$ cat config.mk
export PLATFORM = sky130hd
export DESIGN_NAME = iiaem_matcher
export DESIGN_NICKNAME = d
export VERILOG_FILES = /design/src/common/iiaem_pkg.sv /design/src/hw/iiaem_matcher.sv
export SDC_FILE = /design/constraint.sdc
export NUM_CORES = 1
export LEC_CHECK = 0
export BUFFER_PORTS_ARGS = -buffer_cell sky130_fd_sc_hd__clkbuf_2
export CAP_MARGIN = 20
export CORE_UTILIZATION = 54
export DETAILED_ROUTE_END_ITERATION = 16
export GPL_TIMING_DRIVEN = 0
export PLACE_DENSITY = 0.8
export SLEW_MARGIN = 20
export SYNTH_ARGS = -nofsm -noshare
export SYNTH_HDL_FRONTEND = slang
export SYNTH_SLANG_ARGS = --single-unit
$ cat constraint.sdc
create_clock -name MCLK_IN -period 3.3 [get_ports MCLK_IN]
set_input_delay 0.495 -clock MCLK_IN [delete_from_list [all_inputs] [get_ports MCLK_IN]]
set_output_delay 0.495 -clock MCLK_IN [all_outputs]
set_load 0.01 [all_outputs]
$ cat src/common/iiaem_pkg.sv
// constants and types for the ipv6 icmp access-control entry matcher
package iiaem_pkg;

  // ==========================================================
  // bus
  // ==========================================================
  localparam int ADDR_W = 32;
  localparam int DATA_W = 32;
  localparam logic [1:0] HTRANS_IDLE = 2'h0;
  localparam logic [1:0] HTRANS_NONSEQ = 2'h2;
  localparam logic [1:0] HTRANS_SEQ = 2'h3;
  localparam logic HRESP_OKAY = 1'h0;

  // ==========================================================
  // register map (byte offsets)
  // ==========================================================
  localparam logic [7:0] OFS_CTRL = 8'h00;
  localparam logic [7:0] OFS_NH_VALUE = 8'h04;
  localparam logic [7:0] OFS_SRC_ADDR = 8'h08;
  localparam logic [7:0] OFS_SRC_MASK = 8'h0c;
  localparam logic [7:0] OFS_ICMP = 8'h10;
  localparam logic [7:0] OFS_STATUS = 8'h14;
  localparam int OFS_W = 8;

  // ==========================================================
  // control fields
  // ==========================================================
  localparam int CTRL_NH_LSB = 0;
  localparam int CTRL_NH_W = 3;
  localparam int CTRL_SRC_BIT = 3;
  localparam int CTRL_HOP_LSB = 4;
  localparam int CTRL_HOP_W = 2;
  localparam int CTRL_TYPE_BIT = 6;
  localparam int CTRL_CODE_BIT = 7;
  localparam int CTRL_W = 8;
  localparam int ICMP_TYPE_LSB = 0;
  localparam int ICMP_CODE_LSB = 8;
  localparam int STAT_HIT_BIT = 0;
  localparam int STAT_VALID_BIT = 1;
  localparam int STAT_CNT_LSB = 16;
  localparam int CNT_W = 16;

  // ==========================================================
  // reset values and protocol numbers
  // ==========================================================
  localparam logic [CTRL_W-1:0] CTRL_RST = 8'h00;
  localparam logic [31:0] SRC_MASK_RST = 32'hffffffff;
  localparam logic [7:0] PROTO_ICMP6 = 8'h3a;
  localparam logic [7:0] PROTO_UDP = 8'h11;
  localparam logic [7:0] PROTO_TCP = 8'h06;

  // ==========================================================
  // criterion selections
  // ==========================================================
  typedef enum logic [CTRL_NH_W-1:0] {NH_ANY, NH_SPECIFIC, NH_ICMP, NH_UDP, NH_TCP} iiaem_nh_mode_t;
  typedef enum logic [CTRL_HOP_W-1:0] {HOP_ANY, HOP_ZERO, HOP_NONZERO} iiaem_hop_mode_t;

  typedef struct packed {
    logic valid;
    logic is_ipv6;
    logic [7:0] next_hdr;
    logic [31:0] src_low;
    logic [7:0] hop_limit;
    logic [7:0] icmp_type;
    logic [7:0] icmp_code;
  } iiaem_frame_t;

  typedef struct packed {
    logic valid;
    logic hit;
  } iiaem_result_t;

endpackage : iiaem_pkg

$ cat src/hw/iiaem_matcher.sv
// access-control entry match logic for ipv6 frames, with ahb-lite configuration
`timescale 1ns/1ps

// Function
// RULE_01: with the next-header selection at don't-care any next-header value is accepted.
// RULE_02: with a specific next-header selection only the configured 8-bit value matches.
// RULE_03: icmp, udp and tcp selections restrict the entry to ipv6 frames of that protocol.
// RULE_04: with the source-address selection at don't-care any source address is accepted.
// RULE_05: a specific source selection compares only the low 32 source-address bits.
// RULE_06: a mask bit at 0 makes that source-address bit don't-care.
// RULE_07: the comparison is configured address and mask against frame low bits and mask.
// RULE_08: with hop-limit at zero, frames with a hop limit above zero never hit.
// RULE_09: with hop-limit at non-zero, frames with a hop limit above zero stay eligible.
// RULE_10: with hop-limit at don't-care any hop limit is accepted.
// RULE_11: with the icmp type at don't-care any icmp type is accepted.
// RULE_12: with a specific icmp type only the configured 8-bit type matches.
// RULE_13: with the icmp code at don't-care any icmp code is accepted.
// RULE_14: with a specific icmp code only the configured 8-bit code matches.
// RULE_15: a hit needs every enabled criterion to match, don't-care criteria always match.
// RULE_16: icmp type and code are looked at only under the icmp next-header selection.
module iiaem_matcher (
  input wire logic MCLK_IN,
  input wire logic RST_B_IN,
  input wire logic HSEL_IN,
  input wire logic [iiaem_pkg::ADDR_W-1:0] HADDR_IN,
  input wire logic [1:0] HTRANS_IN,
  input wire logic HWRITE_IN,
  input wire logic [2:0] HSIZE_IN,
  input wire logic [iiaem_pkg::DATA_W-1:0] HWDATA_IN,
  input wire logic HREADY_IN,
  output logic [iiaem_pkg::DATA_W-1:0] HRDATA_OUT,
  output logic HREADYOUT_OUT,
  output logic HRESP_OUT,
  input wire iiaem_pkg::iiaem_frame_t FRAME_IN,
  output iiaem_pkg::iiaem_result_t RESULT_OUT
);
  import iiaem_pkg::*;

  // ==========================================================
  // configuration and status state
  // ==========================================================
  logic [CTRL_W-1:0] ctrl_reg;
  logic [7:0] nh_value_reg;
  logic [31:0] src_addr_reg;
  logic [31:0] src_mask_reg;
  logic [7:0] icmp_type_reg;
  logic [7:0] icmp_code_reg;
  logic [CNT_W-1:0] hit_cnt_reg;
  logic [CNT_W-1:0] hit_cnt_next;
  logic result_valid_reg;
  logic result_hit_reg;

  // ==========================================================
  // bus pipeline state
  // ==========================================================
  logic wr_pend_reg;
  logic [OFS_W-1:0] wr_ofs_reg;
  logic [DATA_W-1:0] rdata_reg;
  logic [DATA_W-1:0] rdata_next;
  logic addr_phase;
  logic [OFS_W-1:0] ofs_in;
  logic cnt_clear;

  // ==========================================================
  // match terms
  // ==========================================================
  iiaem_nh_mode_t nh_mode;
  iiaem_hop_mode_t hop_mode;
  logic src_specific;
  logic type_specific;
  logic code_specific;
  logic nh_ok;
  logic src_ok;
  logic hop_ok;
  logic type_ok;
  logic code_ok;
  logic icmp_ok;
  logic entry_hit;
  logic [31:0] cfg_masked;
  logic [31:0] frm_masked;

  assign nh_mode = iiaem_nh_mode_t'(ctrl_reg[CTRL_NH_LSB +: CTRL_NH_W]);
  assign hop_mode = iiaem_hop_mode_t'(ctrl_reg[CTRL_HOP_LSB +: CTRL_HOP_W]);
  assign src_specific = ctrl_reg[CTRL_SRC_BIT];
  assign type_specific = ctrl_reg[CTRL_TYPE_BIT];
  assign code_specific = ctrl_reg[CTRL_CODE_BIT];

  // ==========================================================
  // next-header criterion
  // ==========================================================
  // unused selection codes never match, so a bad write cannot open the entry
  always_comb begin
    case (nh_mode)
      NH_ANY: begin
        nh_ok = 1'b1; // RULE_01
      end
      NH_SPECIFIC: begin
        nh_ok = (FRAME_IN.next_hdr == nh_value_reg); // RULE_02
      end
      NH_ICMP: begin
        nh_ok = (FRAME_IN.next_hdr == PROTO_ICMP6); // RULE_03
      end
      NH_UDP: begin
        nh_ok = (FRAME_IN.next_hdr == PROTO_UDP); // RULE_03
      end
      NH_TCP: begin
        nh_ok = (FRAME_IN.next_hdr == PROTO_TCP); // RULE_03
      end
      default: begin
        nh_ok = 1'b0;
      end
    endcase
  end

  // ==========================================================
  // source-address criterion
  // ==========================================================
  // only the low 32 address bits reach this block at all
  assign cfg_masked = src_addr_reg & src_mask_reg; // RULE_07
  assign frm_masked = FRAME_IN.src_low & src_mask_reg; // RULE_06
  assign src_ok = !src_specific || (cfg_masked == frm_masked); // RULE_04 RULE_05

  // ==========================================================
  // hop-limit criterion
  // ==========================================================
  always_comb begin
    case (hop_mode)
      HOP_ANY: begin
        hop_ok = 1'b1; // RULE_10
      end
      HOP_ZERO: begin
        hop_ok = (FRAME_IN.hop_limit == 8'h00); // RULE_08
      end
      HOP_NONZERO: begin
        hop_ok = (FRAME_IN.hop_limit != 8'h00); // RULE_09
      end
      default: begin
        hop_ok = 1'b0;
      end
    endcase
  end

  // ==========================================================
  // icmp criteria
  // ==========================================================
  assign type_ok = !type_specific || (FRAME_IN.icmp_type == icmp_type_reg); // RULE_11 RULE_12
  assign code_ok = !code_specific || (FRAME_IN.icmp_code == icmp_code_reg); // RULE_13 RULE_14
  assign icmp_ok = (nh_mode != NH_ICMP) || (type_ok && code_ok); // RULE_16

  // non-ipv6 frames are outside this entry's reach whatever the selections
  assign entry_hit = FRAME_IN.is_ipv6 && nh_ok && src_ok && hop_ok && icmp_ok; // RULE_15 RULE_03

  // ==========================================================
  // result pipeline
  // ==========================================================
  always_ff @(posedge MCLK_IN) begin
    if (!RST_B_IN) begin
      result_valid_reg <= 1'b0;
      result_hit_reg <= 1'b0;
    end else begin
      result_valid_reg <= FRAME_IN.valid;
      result_hit_reg <= FRAME_IN.valid && entry_hit; // RULE_15
    end
  end

  assign RESULT_OUT.valid = result_valid_reg;
  assign RESULT_OUT.hit = result_hit_reg;

  // hit counter saturates; a hit in the clearing cycle is still counted
  always_comb begin
    hit_cnt_next = hit_cnt_reg;
    if (cnt_clear) begin
      hit_cnt_next = '0;
    end
    if (result_hit_reg && (hit_cnt_next != {CNT_W{1'b1}})) begin
      hit_cnt_next = hit_cnt_next + 1'b1;
    end
  end

  always_ff @(posedge MCLK_IN) begin
    if (!RST_B_IN) begin
      hit_cnt_reg <= '0;
    end else begin
      hit_cnt_reg <= hit_cnt_next;
    end
  end

  // ==========================================================
  // ahb-lite slave: address phase
  // ==========================================================
  assign addr_phase = HSEL_IN && HREADY_IN && HTRANS_IN[1];
  assign ofs_in = HADDR_IN[OFS_W-1:0];

  // read data is taken at the address edge, zero wait states; a read
  // directly behind a write to the same register sees the old value
  always_comb begin
    rdata_next = '0;
    case (ofs_in)
      OFS_CTRL: begin
        rdata_next[CTRL_W-1:0] = ctrl_reg;
      end
      OFS_NH_VALUE: begin
        rdata_next[7:0] = nh_value_reg;
      end
      OFS_SRC_ADDR: begin
        rdata_next = src_addr_reg;
      end
      OFS_SRC_MASK: begin
        rdata_next = src_mask_reg;
      end
      OFS_ICMP: begin
        rdata_next[ICMP_TYPE_LSB +: 8] = icmp_type_reg;
        rdata_next[ICMP_CODE_LSB +: 8] = icmp_code_reg;
      end
      OFS_STATUS: begin
        rdata_next[STAT_HIT_BIT] = result_hit_reg;
        rdata_next[STAT_VALID_BIT] = result_valid_reg;
        rdata_next[STAT_CNT_LSB +: CNT_W] = hit_cnt_reg;
      end
      default: begin
        rdata_next = '0;
      end
    endcase
  end

  always_ff @(posedge MCLK_IN) begin
    if (!RST_B_IN) begin
      rdata_reg <= '0;
    end else if (addr_phase && !HWRITE_IN) begin
      rdata_reg <= rdata_next;
    end
  end

  always_ff @(posedge MCLK_IN) begin
    if (!RST_B_IN) begin
      wr_pend_reg <= 1'b0;
      wr_ofs_reg <= '0;
    end else if (HREADY_IN) begin
      wr_pend_reg <= addr_phase && HWRITE_IN;
      wr_ofs_reg <= ofs_in;
    end
  end

  assign HRDATA_OUT = rdata_reg;
  assign HREADYOUT_OUT = 1'b1;
  assign HRESP_OUT = HRESP_OKAY;

  // ==========================================================
  // ahb-lite slave: data phase writes
  // ==========================================================
  // unmapped offsets and hsize are not checked: writes land as whole words
  assign cnt_clear = wr_pend_reg && (wr_ofs_reg == OFS_STATUS);

  always_ff @(posedge MCLK_IN) begin
    if (!RST_B_IN) begin
      ctrl_reg <= CTRL_RST;
    end else if (wr_pend_reg && (wr_ofs_reg == OFS_CTRL)) begin
      ctrl_reg <= HWDATA_IN[CTRL_W-1:0];
    end
  end

  always_ff @(posedge MCLK_IN) begin
    if (!RST_B_IN) begin
      nh_value_reg <= '0;
    end else if (wr_pend_reg && (wr_ofs_reg == OFS_NH_VALUE)) begin
      nh_value_reg <= HWDATA_IN[7:0];
    end
  end

  always_ff @(posedge MCLK_IN) begin
    if (!RST_B_IN) begin
      src_addr_reg <= '0;
      src_mask_reg <= SRC_MASK_RST;
    end else if (wr_pend_reg && (wr_ofs_reg == OFS_SRC_ADDR)) begin
      src_addr_reg <= HWDATA_IN;
    end else if (wr_pend_reg && (wr_ofs_reg == OFS_SRC_MASK)) begin
      src_mask_reg <= HWDATA_IN;
    end
  end

  always_ff @(posedge MCLK_IN) begin
    if (!RST_B_IN) begin
      icmp_type_reg <= '0;
      icmp_code_reg <= '0;
    end else if (wr_pend_reg && (wr_ofs_reg == OFS_ICMP)) begin
      icmp_type_reg <= HWDATA_IN[ICMP_TYPE_LSB +: 8];
      icmp_code_reg <= HWDATA_IN[ICMP_CODE_LSB +: 8];
    end
  end
endmodule : iiaem_matcher

# Word level (Yosys, flattened, before mapping)
# Index checks and enable logic that the tools add are counted.
dict set report word_totals {
  ff_bits 155
  latch_bits 0
  mem_bits_rw 0
  romBits 0
  in_bits 140
  out_inout_bits 36
  word_cells 81
  mem_count 0
}
dict set report classes {
  add_sub_neg 1
  mul 0
  div_mod_pow 0
  magnitude_cmp 0
  eq_ne 25
  n_shift 0
  mux 8
  bitwise_logic 3
  reduce_logical 32
}
# cell count
set ops {}
lappend ops {{32-bit bitwise AND} 2}
lappend ops {{16-bit one-hot mux with 3 select lines} 1}
lappend ops {{8-bit by 5-bit equality test with 1-bit output, second input constant} 5}
lappend ops {{32-bit equality test} 1}
lappend ops {{8-bit by 4-bit equality test with 1-bit output, second input constant} 4}
lappend ops {{16-bit 2-to-1 mux} 2}
lappend ops {{6-bit one-hot mux with 5 select lines} 1}
lappend ops {{8-bit by 3-bit equality test with 1-bit output, second input constant} 3}
lappend ops {{8-bit equality test} 3}
lappend ops {{8-bit zero test} 3}
lappend ops {{8-bit one-hot mux with 3 select lines} 1}
lappend ops {{1-bit logical AND} 17}
lappend ops {{16-bit by 1-bit adder with 16-bit output, second input constant} 1}
lappend ops {{16-bit != test, second input constant} 1}
lappend ops {{2-bit one-hot mux with 6 select lines} 1}
lappend ops {{8-bit by 6-bit equality test with 1-bit output, second input constant} 1}
lappend ops {{8-bit nonzero test} 1}
lappend ops {{3-bit by 2-bit equality test with 1-bit output, second input constant} 2}
lappend ops {{1-bit one-hot mux with 5 select lines} 1}
lappend ops {{1-bit zero test} 4}
lappend ops {{1-bit logical OR} 4}
lappend ops {{3-bit by 1-bit equality test with 1-bit output, second input constant} 1}
lappend ops {{3-bit equality test, second input constant} 1}
lappend ops {{3-bit zero test} 1}
lappend ops {{7 further kinds} 7}

# Longest topological paths before layout
dict set report logic_depth {
  depth_word 7
  ltp_mapped 10
}

# Worst setup path after synthesis
# OpenSTA, ideal clock, no wires.
dict set report synth_path {
  kind {register to register}
  startpoint {reg wr_ofs_reg[7]}
  endpoint {reg hit_cnt_reg[11]}
  setup_time_ns 0.071
  arrival_time_ns 2.439
  required_ns 3.229
  slack_ns 0.790
  path_stages_with_launch 10
  path_buffers 0
  period_less_slack_ns 2.510
  cell_sequence {dfxtp_1 > nor4b_1 > nand3_1 > and2_1 > ha_1 > and3_1 > nand4b_1 > o2111ai_4 > or3_1 > a21oi_1}
}
dict set report synth_via {
  elab_chain_len 6
}
# element line
set synth_lines {}
lappend synth_lines {{start: declaration} iiaem_matcher.sv:57} ;# logic [OFS_W-1:0] wr_ofs_reg;
lappend synth_lines {{start signal: assignment} iiaem_matcher.sv:240} ;# wr_ofs_reg <= ofs_in;
lappend synth_lines {{8-bit by 5-bit equality test with 1-bit output *} iiaem_matcher.sv:252} ;# assign cnt_clear = wr_pend_reg && (wr_ofs_reg == OFS_STATUS);
lappend synth_lines {{1-bit logical AND *} iiaem_matcher.sv:252}
lappend synth_lines {{16-bit 2-to-1 mux *} iiaem_matcher.sv:172} ;# if (cnt_clear) begin
lappend synth_lines {{branches (longest 2 deep; another with 16-bit by 1-bit adder with 16-bit output)} n/a}
lappend synth_lines {{16-bit 2-to-1 mux *} iiaem_matcher.sv:175} ;# if (result_hit_reg && (hit_cnt_next != {CNT_W{1'b1}})) begin
lappend synth_lines {{end signal: assignment} iiaem_matcher.sv:184} ;# hit_cnt_reg <= hit_cnt_next;
lappend synth_lines {{end: declaration} iiaem_matcher.sv:48} ;# logic [CNT_W-1:0] hit_cnt_reg;
# Every way passes the cells marked *.
# A chain may end at the register's enable or synchronous reset.

# Worst setup path after layout
dict set report layout_path {
  startpoint {reg wr_ofs_reg[2]}
  endpoint {reg hit_cnt_reg[11]}
}
# Same word-level chain as after synthesis.

==> results.md <==
| Metric | Reported |
| --- | --- |
| Cell at the root of the clock tree | clkbuf_16 |
| Buffers added on ports | 143 |
| Flop and latch count out of synthesis | 155 |
| Wire length of the first global-routing pass | 34,500 µm |
| Setup clock skew after layout | 0.00658 ns |
| Area share of the largest cell type after synthesis | 0.410 |
| Number of instances in the placed design | 1,137 |
| Unrepaired setup endpoints after global routing | no |
| Clock latency reported for the late side of the worst-skew pair | 0.43 ns |
| Final total negative setup slack | 0 ns |
| Leakage power | 4.04 nW |
| PnR Total Power | 4.12 mW |
| Total congestion overflow after global routing | 0 |
| Max Fclk | 0.353 GHz |
| Class of the most critical hold timing path | in2reg |
| Number of clock buffers inserted by TritonCTS | 17 |
| Detailed Route Iter0 Violations | 640 |
| Critical Path Sink Type | flip-flop |
| Vias post-DR | 6,895 |
| Top Ports | 176 |
| Flip-flop cell with the highest count after synthesis | dfxtp_1 |
| Fin cells | 1,169 |
| Min Tclk post-route | 2.83 ns |
| Number of slew-limit violations in the final report | 0 |
| Effective utilization at floorplan | 0.562 |
| Count of warnings emitted by yosys | 0 |
| Sequential fraction of the synthesis area | 0.410 |
| Share of total power in sequential cells | 0.465 |
| Core ar. | 0.0135 mm² |
| Post-detailed-route count of antenna-violating nets | 0 |
| Overall track demand over capacity in global routing | 0.313 |
| Post-synthesis net count | 959 |
| Number of distinct library cells after synthesis | 56 |
| Cell area after layout | 0.00907 mm² |
| Final WS setup | 0.466 ns |
| Crit Path Max Fanout | 7 |
| Total placed instance area | 0.00850 mm² |
| Outcome | complete, no violations |
| Rows | 42 |
| Remaining design rule violation count | 0 |
| Final number of hold-violating endpoints | 0 |
| Clock buffer depth | 2 |
| Detailed Routing Iterations Pass 1 | 5 |
| Crit path launch type | flip-flop |
| Average cell area after synthesis | 9.24 µm² |
| Height of the chip | 120 µm |
| Arrival time at the worst endpoint | 3.19 ns |
| Final hold slack | 0.293 ns |
| Critical path type | reg2reg |
| Die Area | 0.0145 mm² |
| Final core utilization | 0.674 |
| Max-cap violations | 0 |
| Final WL | 22,000 µm |
| Fraction of power spent switching nets | 0.231 |
| Pre-CTS setup slack | 0.236 ns |
| Number of setup violations in the final report | 0 |
| Number of global-route vias before repair | 6,536 |
| Final Net Count | 1,121 |
| Gp weighted congestion | 0.903 |
| Share of final-layout standard cells stronger than drive strength 1 | 0.192 |
| Netlist area before placement | 0.00756 mm² |
| Horizontal die dimension | 120 µm |
| Post-synthesis cell count | 818 |
| Syn-to-layout area delta | 20.0% |
| Logic gate share of total power | 0.079 |
| Top area cells in the synthesized netlist | dfxtp_1, mux2i_1, nor2b_1 |
| Net switching power | 0.950 mW |
| DR vias/cell | 5.90 |
| CTS tree | built |
| Clock edge transition at the registers on the reported setup and hold paths | 0.06 ns |
| Number of H-tree branching levels | 4 |
| Biggest area consumer among synthesized cells | dfxtp_1 |
| Transition time at the pin with the least slew margin | 0.966 ns |
| Number of synthesized flops with an enable pin | 0 |
| Maximum number of pins on one net before global-route repair | 17 |
| Fraction of registers with async set/reset | 0 |
| Areal power density over the cells | 454 mW/mm² |
| Antenna cell count | 0 |
| Peak supply drop | 0.345 mV |
| Share of power burned in the clock network | 0.456 |
| Initial antenna violation count | 0 |
| Final worst path period share | 0.859 |
| Mean routed wirelength per cell | 18.8 µm |
| Worst slew margin | 0.356 |
| CTS Sinks | 155 |
| Detailed-placement wirelength estimate | 16,500 µm |
| P_int | 3.17 mW |
| CP required | 3.66 ns |
critical path: stages (launching register included):
cell       delay (ns)
dfxtp_1          0.46
nor4b_1          0.38
nand3_1          0.31
and2_1           0.29
ha_1             0.20
and3_1           0.23
nand4b_1         0.18
o2111ai_4        0.18
or3_1            0.39
a21oi_1          0.14
metal layers:
layer  track usage  wire (µm)  vias up
met3        0.0467       1990       44
li1              -          -     3217
met2         0.510      10400      350
met5             0          0        -
met1         0.422       9170     3284
met4         0.110        488        0
power by group through the flow:
stage	Combinational, mW	Sequential, mW	Clock (mW)
floorplan	0.157	1.96	0
global placement	0.316	1.95	0
detailed placement	0.320	1.95	0
CTS	0.322	1.91	1.88
global route	0.348	1.92	1.97
finish	0.326	1.92	1.88
cell usage in the layout (no fill, tap or decap), types with 5 or more instances in the layout:
| master | netlist | final |
|---|---|---|
| dfxtp_1 | 155 | 155 |
| clkbuf_2 | 0 | 143 |
| nand2_1 | 109 | 109 |
| mux2i_1 | 105 | 105 |
| nor2b_1 | 76 | 76 |
| clkbuf_1 | 46 | 48 |
| nand3_1 | 45 | 45 |
| xor2_1 | 39 | 39 |
| o211ai_1 | 26 | 26 |
| xnor2_1 | 25 | 25 |
| o211a_1 | 25 | 25 |
| o21ai_0 | 23 | 23 |
| clkbuf_16 | 0 | 17 |
| a22oi_1 | 16 | 16 |
| nor2_1 | 14 | 14 |
| a21oi_1 | 13 | 13 |
| nand4_1 | 10 | 10 |
| and2_1 | 7 | 7 |
| buf_4 | 7 | 7 |
| clkinv_2 | 0 | 7 |
| nor3_1 | 6 | 6 |
| a221oi_1 | 6 | 6 |
| and4_1 | 5 | 5 |
| clkbuf_8 | 0 | 5 |
cell usage after synthesis, types with 2 or more instances:
cell type and n:
a2111oi_0 2, a21oi_1 13, a221oi_1 6, a222oi_1 2
a22oi_1 16, a31oi_1 4, and2_1 7, and3_1 4
and4_1 5, and4b_1 2, buf_1 4, buf_4 7
clkbuf_1 46, conb_1 2, dfxtp_1 155, inv_1 3
mux2i_1 105, nand2_1 109, nand2b_1 2, nand3_1 45
nand4_1 10, nor2_1 14, nor2b_1 76, nor3_1 6
nor4_1 4, nor4b_1 2, o211a_1 25, o211ai_1 26
o21ai_0 23, or3_1 4, or4b_4 2, xnor2_1 25
xor2_1 39
cell families (layout without fill, tap and decap cells):
group           after synthesis  count (layout)  share of synthesized area
compound gates              129             129                      0.131
xor+xnor                     64              64                     0.0741
fa+ha+maj                     1               1                    0.00165
buf+inv                      61             236                     0.0339
flops                       155             155                      0.410
mux                         106             106                      0.141
other cells                   2               2                   0.000993
simple gates                300             300                      0.207
layout make-up:
type,instances,area [µm²]
plain buffers,58,245
clock buffers,24,502
clock inverters,8,65.1
fillers,1144,4380
inverters,3,11.3
multi-input cells,602,4210
flip-flops and latches,155,3100
well taps,176,220
repair buffers,143,716
path summary, 6_finish.rpt:
check / from / to / slack, ns / cells after the start
worst max-delay path: wr_ofs_reg[2] / hit_cnt_reg[11] / 0.47 / 9
worst min-delay path: HWDATA_IN[26] / src_mask_reg[26] / 0.29 / 3
worst max register to register: wr_ofs_reg[2] / hit_cnt_reg[11] / 0.47 / 9
worst min register to register: src_mask_reg[17] / src_mask_reg[17] / 0.49 / 2
what timing repair did:
item                       CTS  global route
setup buffers                0             0
resized for setup            0             1
hold endpoints to repair     0             0
setup endpoints to repair    0             4
hold buffers                 0             0
Power figures use the tool's default switching activity.
